[src/verilog/cpbg_consts.svh]
// constants for the control-pin and bus-grant block
//
// Behaviour
// - processor cycle is half an input clock
// - reset held low at least five cycles
// - reset covers 2000 input clocks of lock
// - mode inputs stable around reset release
// - interrupt and flag inputs sampled per cycle
// - edge interrupt pulses longer than 10 ns
// - level interrupt held low until serviced
// - flag outputs change on output clock fall
// - bus request synchronised before use
// - strobes float before grant goes low
// - grant returns high before strobes drive
// - grant-hang only after strobes floated
`ifndef CPBG_CONSTS_SVH
`define CPBG_CONSTS_SVH
// ==========================================
// timing
`define CPBG_CLK_PERIOD_NS 4
`define CPBG_RESET_MIN_CYC 5
`define CPBG_LOCK_IN_CLKS 2000
`define CPBG_EDGE_PULSE_NS 10
`define CPBG_EDGE_PULSE_CYC ((`CPBG_EDGE_PULSE_NS + `CPBG_CLK_PERIOD_NS - 1) / `CPBG_CLK_PERIOD_NS)
// ==========================================
// widths and reset values
`define CPBG_NUM_SEL 5
`define CPBG_NUM_PF 8
`define CPBG_NUM_IRQ 6
`define CPBG_MODE_W 4
`define CPBG_SEL_IDLE 5'h1f
`endif

[src/verilog/cpbg_pkg.sv]
// types for the control-pin and bus-grant block
`include "cpbg_consts.svh"
package cpbg_pkg;
  typedef logic [`CPBG_NUM_SEL-1:0] cpbg_sel_t;
  typedef logic [`CPBG_NUM_PF-1:0] cpbg_pf_t;
  typedef logic [`CPBG_NUM_IRQ-1:0] cpbg_irq_t;
  typedef logic [`CPBG_MODE_W-1:0] cpbg_mode_t;
  typedef enum logic [1:0] {
    CPBG_OWN = 2'b00,
    CPBG_FLOAT = 2'b01,
    CPBG_GRANTED = 2'b10,
    CPBG_RECLAIM = 2'b11
  } cpbg_bus_e;
endpackage : cpbg_pkg

[src/verilog/cpbg_if.sv]
// pins between the processor end and the external bus master
`timescale 1ns/1ps
`default_nettype none
`include "cpbg_consts.svh"
interface cpbg_if;
  import cpbg_pkg::*;
  logic bus_request_n;
  logic bus_grant_n;
  logic grant_hang_n;
  cpbg_sel_t memory_space_selects;
  logic rd_n;
  logic wr_n;
  logic strobe_oe_n;
  cpbg_sel_t ext_selects;
  logic ext_rd_n;
  logic ext_wr_n;
  logic ext_oe_n;
  logic cycle_clock_output;
  // resolved bus levels, pulled high when nobody drives
  wire [`CPBG_NUM_SEL-1:0] sel_bus = !strobe_oe_n ? memory_space_selects :
                                     !ext_oe_n ? ext_selects : `CPBG_SEL_IDLE;
  wire rd_bus = !strobe_oe_n ? rd_n : !ext_oe_n ? ext_rd_n : 1'b1;
  wire wr_bus = !strobe_oe_n ? wr_n : !ext_oe_n ? ext_wr_n : 1'b1;
  modport device (input bus_request_n, output bus_grant_n, output grant_hang_n,
    output memory_space_selects, output rd_n, output wr_n, output strobe_oe_n,
    output cycle_clock_output);
  modport master (output bus_request_n, input bus_grant_n, input grant_hang_n,
    output ext_selects, output ext_rd_n, output ext_wr_n, output ext_oe_n,
    input cycle_clock_output);
endinterface : cpbg_if
`default_nettype wire

[src/verilog/cpbg_device.sv]
// processor end: cycle clock, reset and mode latch, input sampling, flags, bus grant
`timescale 1ns/1ps
`default_nettype none
`include "cpbg_consts.svh"
module cpbg_device #(
  parameter int LOCK_CYCLES = 2 * `CPBG_LOCK_IN_CLKS
) (
  input wire logic clk,
  input wire logic rst_n,
  input wire logic clk_en,
  cpbg_if.device bus,
  input wire cpbg_pkg::cpbg_mode_t mode_pins,
  input wire cpbg_pkg::cpbg_irq_t irq_pins_n,
  input wire logic flag_in_pin,
  input wire cpbg_pkg::cpbg_pf_t pf_in,
  input wire cpbg_pkg::cpbg_sel_t core_selects_n,
  input wire logic core_rd_n,
  input wire logic core_wr_n,
  input wire logic core_needs_bus,
  input wire cpbg_pkg::cpbg_pf_t pf_out_set,
  input wire logic [2:0] out_flags_set,
  input wire logic flag_out_set,
  input wire cpbg_pkg::cpbg_irq_t irq_clear,
  output logic ready,
  output cpbg_pkg::cpbg_mode_t mode_latched,
  output cpbg_pkg::cpbg_irq_t irq_pending,
  output logic flag_in_seen,
  output cpbg_pkg::cpbg_pf_t pf_seen,
  output cpbg_pkg::cpbg_pf_t programmable_flags,
  output logic output_flag_0,
  output logic output_flag_1,
  output logic output_flag_2,
  output logic flag_out_pin,
  output logic core_stall
);
  import cpbg_pkg::*;
  // ==========================================
  // elaboration checks
  // the lock counter is sixteen bits wide
  if (LOCK_CYCLES < 1 || LOCK_CYCLES > 65535) begin : g_bad_lock
    $error("LOCK_CYCLES out of range");
  end
  // the level mask assumes six interrupt lines
  if (`CPBG_NUM_IRQ != 6) begin : g_bad_irq
    $error("interrupt count must be six");
  end
  // ==========================================
  // state
  typedef struct packed {
    logic phase;
    logic [15:0] lock_cnt;
    logic ready;
    logic mode_taken;
    cpbg_mode_t mode;
    logic req_s1;
    logic req_s2;
    cpbg_irq_t irq_s;
    cpbg_irq_t irq_prev;
    cpbg_irq_t pend;
    logic fi;
    cpbg_pf_t pfi;
    cpbg_pf_t pfo;
    logic [2:0] fl;
    logic fo;
    cpbg_bus_e bst;
    cpbg_sel_t sel;
    logic rd;
    logic wr;
    logic oe_n;
    logic bg_n;
    logic bgh_n;
    logic stall;
  } cpbg_dev_s;
  cpbg_dev_s q, d;
  // ==========================================
  // reset state
  // strobes driven and idle, grant and hang released
  localparam cpbg_dev_s RST_STATE = '{
    phase: 1'b0,
    lock_cnt: 16'h0000,
    ready: 1'b0,
    mode_taken: 1'b0,
    mode: 4'h0,
    req_s1: 1'b0,
    req_s2: 1'b0,
    irq_s: 6'h00,
    irq_prev: 6'h00,
    pend: 6'h00,
    fi: 1'b0,
    pfi: 8'h00,
    pfo: 8'h00,
    fl: 3'h0,
    fo: 1'b0,
    bst: CPBG_OWN,
    sel: `CPBG_SEL_IDLE,
    rd: 1'b1,
    wr: 1'b1,
    oe_n: 1'b0,
    bg_n: 1'b1,
    bgh_n: 1'b1,
    stall: 1'b0
  };
  // irq 0..2 and edge irq are edge triggered, the two level irqs sit at 3 and 4
  localparam cpbg_irq_t LEVEL_MASK = 6'h18;
  // ==========================================
  // next state
  always_comb begin
    d = q;
    // ==========================================
    // cycle clock, lock and mode
    d.phase = ~q.phase;
    if (!q.ready) begin
      // the block stays parked until the multiplier would have locked
      if (q.lock_cnt == 16'(LOCK_CYCLES - 1)) d.ready = 1'b1;
      else d.lock_cnt = q.lock_cnt + 16'h1;
    end
    if (!q.mode_taken) begin
      d.mode_taken = 1'b1;
      d.mode = mode_pins;
    end
    // ==========================================
    // input sampling
    // sample on every cycle edge; a late arrival is seen one cycle on
    d.irq_s = ~irq_pins_n;
    d.irq_prev = q.irq_s;
    d.fi = flag_in_pin;
    d.pfi = pf_in;
    // set wins over clear; edge pulses over one cycle are caught
    d.pend = (q.pend & ~irq_clear) | (q.irq_s & ~q.irq_prev & ~LEVEL_MASK)
             | (q.irq_s & LEVEL_MASK);
    // ==========================================
    // flag outputs
    if (q.phase) begin
      // output clock is falling here
      d.pfo = pf_out_set;
      d.fl = out_flags_set;
      d.fo = flag_out_set;
    end
    // ==========================================
    // bus hand-over
    d.req_s1 = ~bus.bus_request_n;
    d.req_s2 = q.req_s1;
    d.sel = core_selects_n;
    d.rd = core_rd_n;
    d.wr = core_wr_n;
    d.stall = 1'b0;
    unique case (q.bst)
      CPBG_OWN: begin
        // acting while the cycle clock is high makes the float land on its fall
        if (q.req_s2 && q.ready && q.phase) begin
          d.oe_n = 1'b1;
          d.bst = CPBG_FLOAT;
        end
      end
      CPBG_FLOAT: begin
        d.bg_n = 1'b0;
        d.bst = CPBG_GRANTED;
      end
      CPBG_GRANTED: begin
        d.bgh_n = ~core_needs_bus;
        d.stall = core_needs_bus;
        if (!q.req_s2) begin
          d.bg_n = 1'b1;
          d.bgh_n = 1'b1;
          d.bst = CPBG_RECLAIM;
        end
      end
      CPBG_RECLAIM: begin
        d.stall = core_needs_bus;
        // strobes return while the cycle clock is low, on the edge of its rise
        if (!q.phase) begin
          d.oe_n = 1'b0;
          d.bst = CPBG_OWN;
        end
      end
    endcase
  end
  // ==========================================
  // registers; reset low must last the minimum width
  always_ff @(posedge clk or negedge rst_n) begin
    if (!rst_n) begin
      q <= RST_STATE;
    end else if (clk_en) begin
      // clk_en low freezes every flop, the cycle clock too
      q <= d;
    end
  end
  // ==========================================
  // outputs, all from flip-flops
  assign bus.cycle_clock_output = q.phase;
  assign bus.bus_grant_n = q.bg_n;
  assign bus.grant_hang_n = q.bgh_n;
  assign bus.memory_space_selects = q.sel;
  assign bus.rd_n = q.rd;
  assign bus.wr_n = q.wr;
  assign bus.strobe_oe_n = q.oe_n;
  assign ready = q.ready;
  assign mode_latched = q.mode;
  assign irq_pending = q.pend;
  assign flag_in_seen = q.fi;
  assign pf_seen = q.pfi;
  assign programmable_flags = q.pfo;
  assign output_flag_0 = q.fl[0];
  assign output_flag_1 = q.fl[1];
  assign output_flag_2 = q.fl[2];
  assign flag_out_pin = q.fo;
  assign core_stall = q.stall;
endmodule : cpbg_device
`default_nettype wire

[src/flat_wrapper.sv]
// flat-port wrapper written by rule: the top's interface ports become plain ports
module cpbg_device_flat import cpbg_pkg::*;
#(
  parameter int LOCK_CYCLES = 2 * `CPBG_LOCK_IN_CLKS
)
  (clk, rst_n, clk_en, mode_pins, irq_pins_n, flag_in_pin, pf_in, core_selects_n, core_rd_n, core_wr_n, core_needs_bus, pf_out_set, out_flags_set, flag_out_set, irq_clear, ready, mode_latched, irq_pending, flag_in_seen, pf_seen, programmable_flags, output_flag_0, output_flag_1, output_flag_2, flag_out_pin, core_stall, bus_bus_request_n, bus_bus_grant_n, bus_grant_hang_n, bus_memory_space_selects, bus_rd_n, bus_wr_n, bus_strobe_oe_n, bus_cycle_clock_output);
  cpbg_if bus_i ();
  input wire logic clk;
  input wire logic rst_n;
  input wire logic clk_en;
  input wire cpbg_pkg::cpbg_mode_t mode_pins;
  input wire cpbg_pkg::cpbg_irq_t irq_pins_n;
  input wire logic flag_in_pin;
  input wire cpbg_pkg::cpbg_pf_t pf_in;
  input wire cpbg_pkg::cpbg_sel_t core_selects_n;
  input wire logic core_rd_n;
  input wire logic core_wr_n;
  input wire logic core_needs_bus;
  input wire cpbg_pkg::cpbg_pf_t pf_out_set;
  input wire logic [2:0] out_flags_set;
  input wire logic flag_out_set;
  input wire cpbg_pkg::cpbg_irq_t irq_clear;
  output logic ready;
  output cpbg_pkg::cpbg_mode_t mode_latched;
  output cpbg_pkg::cpbg_irq_t irq_pending;
  output logic flag_in_seen;
  output cpbg_pkg::cpbg_pf_t pf_seen;
  output cpbg_pkg::cpbg_pf_t programmable_flags;
  output logic output_flag_0;
  output logic output_flag_1;
  output logic output_flag_2;
  output logic flag_out_pin;
  output logic core_stall;
  input wire logic [$bits(bus_i.bus_request_n)-1:0] bus_bus_request_n;
  output wire logic [$bits(bus_i.bus_grant_n)-1:0] bus_bus_grant_n;
  output wire logic [$bits(bus_i.grant_hang_n)-1:0] bus_grant_hang_n;
  output wire logic [$bits(bus_i.memory_space_selects)-1:0] bus_memory_space_selects;
  output wire logic [$bits(bus_i.rd_n)-1:0] bus_rd_n;
  output wire logic [$bits(bus_i.wr_n)-1:0] bus_wr_n;
  output wire logic [$bits(bus_i.strobe_oe_n)-1:0] bus_strobe_oe_n;
  output wire logic [$bits(bus_i.cycle_clock_output)-1:0] bus_cycle_clock_output;
  assign bus_i.bus_request_n = bus_bus_request_n;
  assign bus_bus_grant_n = bus_i.bus_grant_n;
  assign bus_grant_hang_n = bus_i.grant_hang_n;
  assign bus_memory_space_selects = bus_i.memory_space_selects;
  assign bus_rd_n = bus_i.rd_n;
  assign bus_wr_n = bus_i.wr_n;
  assign bus_strobe_oe_n = bus_i.strobe_oe_n;
  assign bus_cycle_clock_output = bus_i.cycle_clock_output;
  cpbg_device #(.LOCK_CYCLES(LOCK_CYCLES)) u_core (.clk(clk), .rst_n(rst_n), .clk_en(clk_en), .bus(bus_i), .mode_pins(mode_pins), .irq_pins_n(irq_pins_n), .flag_in_pin(flag_in_pin), .pf_in(pf_in), .core_selects_n(core_selects_n), .core_rd_n(core_rd_n), .core_wr_n(core_wr_n), .core_needs_bus(core_needs_bus), .pf_out_set(pf_out_set), .out_flags_set(out_flags_set), .flag_out_set(flag_out_set), .irq_clear(irq_clear), .ready(ready), .mode_latched(mode_latched), .irq_pending(irq_pending), .flag_in_seen(flag_in_seen), .pf_seen(pf_seen), .programmable_flags(programmable_flags), .output_flag_0(output_flag_0), .output_flag_1(output_flag_1), .output_flag_2(output_flag_2), .flag_out_pin(flag_out_pin), .core_stall(core_stall));
endmodule
[config.mk]
export PLATFORM = sky130hd
export DESIGN_NAME = cpbg_device_flat
export DESIGN_NICKNAME = d
export VERILOG_FILES = /design/src/verilog/cpbg_pkg.sv /design/src/verilog/cpbg_if.sv /design/src/verilog/cpbg_device.sv /design/src/flat_wrapper.sv
export VERILOG_INCLUDE_DIRS = /design/src /design/src/verilog
export SDC_FILE = /design/constraint.sdc
export NUM_CORES = 1
export LEC_CHECK = 0
export ABC_CLOCK_PERIOD_IN_PS = 3660
export BUFFER_PORTS_ARGS = -buffer_cell sky130_fd_sc_hd__buf_2
export CAP_MARGIN = 10
export CORE_UTILIZATION = 39
export CTS_CLUSTER_DIAMETER = 80
export DETAILED_ROUTE_END_ITERATION = 16
export PLACE_DENSITY = 0.67
export SKIP_CTS_REPAIR_TIMING = 1
export SYNTH_ARGS = -nofsm -noshare
export SYNTH_HDL_FRONTEND = slang
export SYNTH_SLANG_ARGS = --single-unit
[constraint.sdc]
create_clock -name clk -period 3.66 [get_ports clk]
set_clock_uncertainty 0.15 [all_clocks]
set_input_delay 0.549 -clock clk [delete_from_list [all_inputs] [get_ports clk]]
set_output_delay 0.549 -clock clk [all_outputs]
set_load 0.05 [all_outputs]
---- Yosys cells after proc, flatten, opt, wreduce, memory -nomap -nowiden ----
Index checks and enable logic that the tools add are counted.
storage, ports and cells
  bits in writable memories ............... 0
  bits of input ports ..................... 49
  word-level logic and storage cells ...... 69
  ROM bits ................................ 0
  latch bits .............................. 0
  memories ................................ 0
  register bits ........................... 77
  output and inout bits ................... 44
operators by class
  mux-type cells .......................... 12
  multiply operators ...................... 0
  add/subtract/negate cells ............... 1
  magnitude comparators ................... 0
  equal/unequal tests ..................... 7
  bitwise logic cells ..................... 13
  shift operators ......................... 0
  reduce and logical (&&, ||, !) cells .... 13
  divide/modulo/power cells ............... 0
operator list
  kind                                              count
  inverter 6 bit                                    3
  adder 16 x 1 -> 16 bit (second input constant)    1
  == test 16 x 12 -> 1 bit (second input constant)  1
  bitwise AND 6 bit                                 2
  two-way mux 2 bit                                 4
  case mux 2 bit (4 select lines)                   1
  AND reduction 4 bit                               2
  inverter 1 bit                                    6
  bitwise OR 6 x 5 -> 6 bit                         1
  bitwise OR 6 bit                                  1
  AND reduction 2 bit                               3
  AND reduction 3 bit                               2
  two-way mux 1 bit                                 5
  == test 2 bit (second input constant)             2
  != test 2 bit (second input constant)             2
  case mux 1 bit (2 select lines)                   2
  nonzero test 2 bit                                2
  == test 2 x 1 -> 1 bit (second input constant)    1
  logical AND 1 bit                                 2
  logical NOT 2 bit                                 1
  != test 2 x 1 -> 1 bit (second input constant)    1
  OR reduction 2 bit                                1

---- Logic depth before layout (Yosys ltp) ----
Gate-level depths: netlist (run 1).
  word-level depth ........................ 4
  depth in mapped cells ................... 5
  depth with buffers taken out ............ 5

---- Worst setup path after synthesis (run 1) ----
Ideal clock, no wire load.
  path type ............................... register to register
  from .................................... register u_core.q (netlist bit u_core.bus.cycle_clock_output)
  to ...................................... register u_core.q[12] in the netlist's numbering
  library setup time ...................... 0.128 ns
  arrival ................................. 1.618 ns
  path buffers ............................ 0
  required time ........................... 3.382 ns
  clock period less this slack ............ 1.896 ns
  path slack .............................. 1.764 ns
  stages on the path, launching flop included .. 5
  cell sequence ........................... dfrtp_1 -> nand3_1 -> a221o_1 -> a21oi_2 -> mux2_1
on the way
  cells in the longest elaborated chain, start to end .. 3
  elaborated cells between the ends (all ways) .. 4
  classes of those cells .................. eq/ne: 2; reduce/logical: 2
RTL lines
  what                                      RTL line            RTL
  start: declaration                        cpbg_device.sv:74   cpbg_dev_s q, d;
  start signal: assignment                  cpbg_device.sv:182  q <= RST_STATE;
  start signal: assignment                  cpbg_device.sv:185  q <= d;
  logical AND 1 bit                         cpbg_device.sv:150  if (q.req_s2 && q.ready && q.phase) begin
  != test 2 x 1 -> 1 bit (no source line)   --
  AND reduction 4 bit (no source line) (*)  --
Mark *: on every way between the ends. The rest lies on a longest branch, timed or not.
A chain may end at the register's enable or synchronous reset.

---- Worst setup path after layout (run 1) ----
  from .................................... input clk_en
  to ...................................... register u_core.q[75] in the netlist's numbering
on the way
  cells in the longest elaborated chain, start to end .. 1
RTL lines
  what                                  RTL line            RTL
  start: declaration                    flat_wrapper.sv:10  input wire logic clk_en;
  AND reduction 3 bit (no source line)  --
Every way passes these cells.

==> results of run 1 <==
==> flip-flops by register name (all words and copies together), names as in the netlist, 4 cells and up <==
register	count
u_core.q	24
u_core.pf_seen	8
u_core.programmable_flags	8
u_core.d	7
u_core.irq_pending	6
u_core.bus.memory_space_selects	5
u_core.mode_latched	4
==> cell type report <==
class,instances,area (um2)
flip-flops and latches,75,1888
repair buffers,93,470.5
multi-input cells,143,1127
inverters,11,41.29
clock buffers,12,145.1
fillers,763,4314
well taps,105,131.4
clock inverters,4,98.84
==> path summary, 6_finish.rpt <==
kind                                                       endpoint                startpoint  slack, ns  depth (start not counted)
setup / recovery                           u_core.q[75]$_DFFE_PN0P_                    clk_en       1.61                          6
hold / removal             u_core.programmable_flags[6]$_DFFE_PN0P_                     rst_n       0.19                          1
setup reg to reg                           u_core.q[12]$_DFFE_PN0P_  u_core.q[11]$_DFFE_PN0P_       1.81                          5
hold reg to reg                   u_core.irq_pending[5]$_DFFE_PN0P_  u_core.q[45]$_DFFE_PN0P_       0.30                          1
max in group asynchronous             u_core.pf_seen[1]$_DFFE_PN0P_                     rst_n       2.57                          1
min in group clk                           u_core.d[45]$_DFFE_PN0P_             irq_pins_n[5]       0.23                          2
==> cell usage after synthesis, drive strengths merged (2+ instances only) <==
cell,n
a21oi,7
a22o,2
a32o,3
a41oi,2
and3,6
and4,2
buf,36
clkbuf,2
dfrtp,66
dfstp,9
ha,6
inv,11
mux2,34
nand2,24
nand3,6
nand4,4
nor2,7
nor3,2
o21ai,14
xnor2,8
xor2,6
==> routing by layer <==
| metal | vias to the layer above | part of all wire | GRT usage |
|---|---|---|---|
| li1 | 1020 | - | - |
| met1 | 1024 | 0.44 | 0.1800 |
| met2 | 42 | 0.49 | 0.2349 |
| met3 | 9 | 0.046 | 0.04288 |
| met4 | 0 | 0.017 | 0.06538 |
| met5 | - | 0 | 0 |
==> report_power, final <==
part / internal (mW) / switching [mW]
sequential: 1.03 / 0.134
combinational: 0.301 / 0.695
clock: 0.474 / 0.298
total: 1.80 / 1.13
==> logic make-up after synthesis <==
group | Yosys count
AOI/OAI and AO/OA | 33
xor gates and xnor gates | 14
adders and majority gates | 6
buffers and inverters | 49
DFF | 75
muxes | 35
and+or+nand+nor | 55
==> metrics.yaml, run 1 <==
synth:
  synthTopCellsByArea: "dfrtp_1 (50%), mux2_2 (11%), dfstp_2 (7.1%), buf_4 (7.0%), nand2_1 (2.6%)"
  ys.warnings.count: 0
  synth_compound_area_frac: 0.06516
  synth_fp_nets: 322
  synth_xor_area_frac: 0.03691
  syn_area_um2: 3322
  synth_simple_gate_area_share: 0.09642
  synth_ff_type: "dfrtp_1"
  synth_cells: 267
  synthArstFlopShare: 1.000
  ys_types: 40
  synth_top_area_frac: 0.4972
  syn_avg_cell_area_um2: 12.44
  synth_top_family_by_area: "multiplexers"
  yosysTopAreaCell: "dfrtp_1"
  synth_seq_cells: 75
  yosysSeqAreaShare: 0.5684
  synth_edf_count: 0
  synthAdderAreaFrac: 0.02260
  synthMuxAreaShare: 0.1183
global_routing:
  grt.total_usage: 0.1459
  grt_pass1_vias: 2051
  grt_pass1_wl_um: 9777
  grt_max_degree: 76
  grt.overflow.total: 0
  antenna_found_initial: 0
place:
  place_area_um2: 3659
  pre_cts_slack_ns: 1.260
  dp_hpwl_um: 4077
  placed_cells: 427
  gp_congestion: 0.7881
  port_buffers: 92
clock_tree:
  clock_path_buffers: 2
  cts.clk_slew.worst_paths_ns: 0.08
  cts_sinks: 75
  htree_levels: 3
  cts_tree: "done"
  cts_buffers: 9
  insertion_delay_ns: 0.34
  cts_root_buf: "clkbuf_8"
timing:
  slew_viol_final: 0
  slew_headroom: 0.3879
  fin_crit_ns: 2.049
  worstMarginPinSlew_ns: 0.9181
  period_share: 0.5597
  hold_violations: 0
  final-setup-viol-count: 0
  tns_ns: 0
  fmax_mhz: 488.1
  rsz0062_at_grt: "no"
  whs_ns: 0.1906
  setup_ws_ns: 1.611
routing:
  wire_per_inst_um: 13.40
  viasPerCell: 4.729
  ant_nets: 0
  first_pass_iters: 4
  drc: 0
  route.vias.total: 2095
  routed_wirelength_um: 5936
  drt_iter0_drc: 76
final_layout:
  final_common_cell: "buf_2"
  finalCoreUtilization: 0.4750
  syn_to_final_growth_pct: 17.48
  stdcell_area_um2: 3902
  final_nets: 388
  diodes: 0
  drive_gt1_frac: 0.4734
  finalNonFillerCells: 443
  mostFrequentLayoutCells: "buf_2 (91), dfrtp_1 (66), mux2_2 (32)"
floorplanning:
  design.die.area_um2: 8891
  start_util: 0.4043
  core_um2: 8217
  boundaryPins: 93
  fp-row-count: 33
  die_w_um: 94.29
  die_y_um: 94.29
setup_path:
  crit_buf_inv: 2
  worstSetupPathType: "primary input to flop"
  cpPeakStageDelay_ns: 0.41
  critPathSlowestCell: "buf_4"
  path_cells: "buf_2 > buf_4 > and4b_2 > nand4_4 > nor3_2 > xor2_1"
  critical-path-top-delay-family: "simple AND/OR/NAND/NOR gates"
  worst_ep_required_time_ns: 3.77
  cp_max_fo: 38
  worst_setup_path_start_kind: "primary input"
  endpoint_kind: "flop"
  crit_arrival_ns: 2.15
power:
  peakVddDrop_mv: 0.2645
  p_leak_nw: 1.882
  power_density_nw_per_um2: 750.7
  p_total_mw: 2.930
min_path:
  min_path_type: "primary input to asynchronous set/reset pin"
run:
  maxCapViolations: 0
outcome:
  outcome: "completed"
(Power assumes the default switching activity.)
==> inputs of run 2 (changes only) <==
--- a/config.mk
+++ b/config.mk
@@ -6,13 +6,14 @@
 export SDC_FILE = /design/constraint.sdc
 export NUM_CORES = 1
 export LEC_CHECK = 0
-export ABC_CLOCK_PERIOD_IN_PS = 3660
+export ABC_AREA = 1
+export ABC_CLOCK_PERIOD_IN_PS = 1940
 export BUFFER_PORTS_ARGS = -buffer_cell sky130_fd_sc_hd__buf_2
 export CAP_MARGIN = 10
 export CORE_UTILIZATION = 39
 export CTS_CLUSTER_DIAMETER = 80
 export DETAILED_ROUTE_END_ITERATION = 16
-export PLACE_DENSITY = 0.67
+export PLACE_DENSITY = 0.66
 export SKIP_CTS_REPAIR_TIMING = 1
 export SYNTH_ARGS = -nofsm -noshare
 export SYNTH_HDL_FRONTEND = slang
==> constraint.sdc (replaced) <==
create_clock -name clk -period 1.94 [get_ports clk]
set_clock_uncertainty 0.15 [all_clocks]
set_input_delay 0.291 -clock clk [delete_from_list [all_inputs] [get_ports clk]]
set_output_delay 0.291 -clock clk [all_outputs]
set_load 0.05 [all_outputs]
==> metrics.yaml, run 2 <==
outcome:
  outcome: "complete, but fails checks"
  violations: "negative hold slack"
place:
  port_buffers: 92
  gp_congestion: 0.7925
  dp_hpwl_um: 4818
  place_area_um2: 3894
routing:
  wire_per_inst_um: 11.77
  routed_wirelength_um: 6942
  route.vias.total: 2742
  drc: 0
  viasPerCell: 4.647
  ant_nets: 0
  drt_iter0_drc: 100
  first_pass_iters: 4
final_layout:
  seq_area_um2: 1888
  stdcell_area_um2: 4243
  final_common_cell: "nand2_1"
  drive_gt1_frac: 0.2967
  top_register: "u_core.q"
  syn_to_final_growth_pct: 19.65
  multi_input_area_um2: 1270
  largest_reg_flops: 24
  fillerInstances: 859
  mostFrequentLayoutCells: "nand2_1 (152), buf_2 (92), dfrtp_1 (66)"
  finalCoreUtilization: 0.4842
  diodes: 0
  final_nets: 532
power:
  clkPwrFrac: 0.230
  seq_power_share: 0.420
  power_frac_comb: 0.350
  power_density_nw_per_um2: 1119
  p_sw_frac: 0.4063
  p_leak_nw: 2.176
  p_sw_mw: 1.928
  peakVddDrop_mv: 0.3905
  p_int_mw: 2.818
clock_tree:
  cts_tree: "done"
  htree_levels: 3
  cts_sinks: 75
  cts_root_buf: "clkbuf_8"
  cts_buffers: 9
  cts.clk_slew.worst_paths_ns: 0.09
  clock_path_buffers: 2
  insertion_delay_ns: 0.35
synth:
  yosys-top-cells-count: "nand2_1 (152), dfrtp_1 (66), buf_4 (33)"
  synthArstFlopShare: 1.000
  yosysSeqAreaShare: 0.5325
  synth_ff_type: "dfrtp_1"
  synth_top_area_frac: 0.4658
  synth_seq_cells: 75
  yosysTopAreaCell: "dfrtp_1"
  syn_area_um2: 3546
  synthTopCellsByArea: "dfrtp_1 (47%), nand2_1 (16%), buf_4 (7.0%), dfstp_2 (6.7%), mux2_2 (5.1%)"
  synth_fp_nets: 448
  ys.warnings.count: 0
  synth_cells: 393
  ys_types: 26
  synth_edf_count: 0
  yosysMostFrequentCell: "nand2_1"
  syn_avg_cell_area_um2: 9.023
timing:
  fin_crit_ns: 1.627
  period_share: 0.8387
  slew_headroom: 0.7021
  worstMarginPinSlew_ns: 0.4469
  hold_violations: 2
  whs_ns: -0.008716
  tns_ns: 0
  fmax_mhz: 614.6
  rsz0062_at_grt: "no"
  final-setup-viol-count: 0
  slew_viol_final: 0
setup_path:
  crit_arrival_ns: 1.76
  worst_setup_path_start_kind: "flop"
  endpoint_kind: "flop"
  cp_max_fo: 15
  worstSetupPathType: "flop to flop"
  worst_ep_required_time_ns: 2.07
global_routing:
  grt.total_usage: 0.1569
  grt_max_degree: 43
  grt.overflow.total: 0
  antenna_found_initial: 0
  grt_pass1_vias: 2655
  grt_pass1_wl_um: 12050
floorplanning:
  boundaryPins: 93
  start_util: 0.4046
  die_y_um: 97.35
  design.die.area_um2: 9477
  die_w_um: 97.35
  core_um2: 8763
  fp-row-count: 34
run:
  maxCapViolations: 0
min_path:
  min_path_type: "primary input to flop"
==> run 2: cell count changes after synthesis, moves of 3 or more <==
cell / change
nand3_1: +4
o21ai_0: +6
mux2_2: -16
o21ai_1: +3
a32o_1: -3
inv_1: +10
nor2_1: +18
and3_1: -6
nand2_1: +129
a21oi_1: -5
nand4_1: +5
xnor2_1: -4
==> run 2: final timing paths <==
kind                                          start                                              to  slack, ns  cells after the start
max                        u_core.q[60]$_DFFE_PN0P_                        u_core.q[61]$_DFFE_PN0P_       0.31                      8
min                                        pf_in[7]                   u_core.pf_seen[7]$_DFFE_PN0P_     -0.009                      3
max reg2reg                u_core.q[60]$_DFFE_PN0P_                        u_core.q[61]$_DFFE_PN0P_       0.31                      8
min reg2reg                u_core.q[41]$_DFFE_PN0P_               u_core.irq_pending[1]$_DFFE_PN0P_       0.31                      1
max in group asynchronous                     rst_n  u_core.bus.memory_space_selects[4]$_DFFE_PN1P_       0.72                      3
min in group asynchronous                     rst_n              u_core.mode_latched[0]$_DFFE_PN0P_       0.26                      2
==> run 2: routing by layer <==
layer,wire length [um],part of all wire,vias to the layer above,GRT usage
met5,0,0,-,0
met4,133,0.019,0,0.07353
met3,348,0.050,13,0.03381
met2,3250,0.47,79,0.2524
met1,3210,0.46,1270,0.2022
li1,-,-,1380,-
==> run 2: layout make-up <==
cell class                      instances  share of cell area
Clock buffer                           11             0.03332
Inverter                               20             0.01769
Clock inverter                          5            0.008847
Multi-Input combinational cell        255              0.2993
Tap cell                              108             0.03185
Sequential cell                        75              0.4450
Timing Repair Buffer                  116              0.1640
==> run 2: worst max-delay path, stage by stage (launching register included) <==
cell and delay [ns]:
dfrtp_1 0.40, ha_1 0.24, nand3_2 0.11, nor2_1 0.06, nand2_2 0.09, nand3_4 0.15
inv_1 0.23, nand2_1 0.08, nand2_1 0.06
==> run 2: power groups by stage <==
stage	clock network (mW)	registers (mW)	logic (mW)
3_3_place_gp	0	2.01	1.63
4_1_cts	1.14	2.00	1.65
5_1_grt	1.20	2.03	1.79
2_1_floorplan	0	2.34	1.10
6_report	1.09	1.99	1.66
3_5_place_dp	0	2.03	1.65
==> run 2: kinds of logic (layout without fill, tap and decap cells) <==
logic type,count (synthesis),in the layout,synth area share
compound gates,27,27,0.04093
mux,16,16,0.05081
buf+inv,63,152,0.1094
fa+ha+maj,6,6,0.02117
xor+xnor,8,8,0.01976
flops,75,75,0.5325
simple gates,198,198,0.2255
==> run 2: through the flow <==
step,power (mW),worst slack (ns),cells,hold slack [ns]
5_1_grt,5.018,0.1319,590,0.001576
2_1_floorplan,3.437,0.3383,393,-0.1546
3_5_place_dp,3.677,0.3197,557,0.1128
6_report,4.746,0.3129,590,-0.008716
3_3_place_gp,3.635,0.3531,557,0.1063
4_1_cts,4.794,0.3017,573,-0.2854
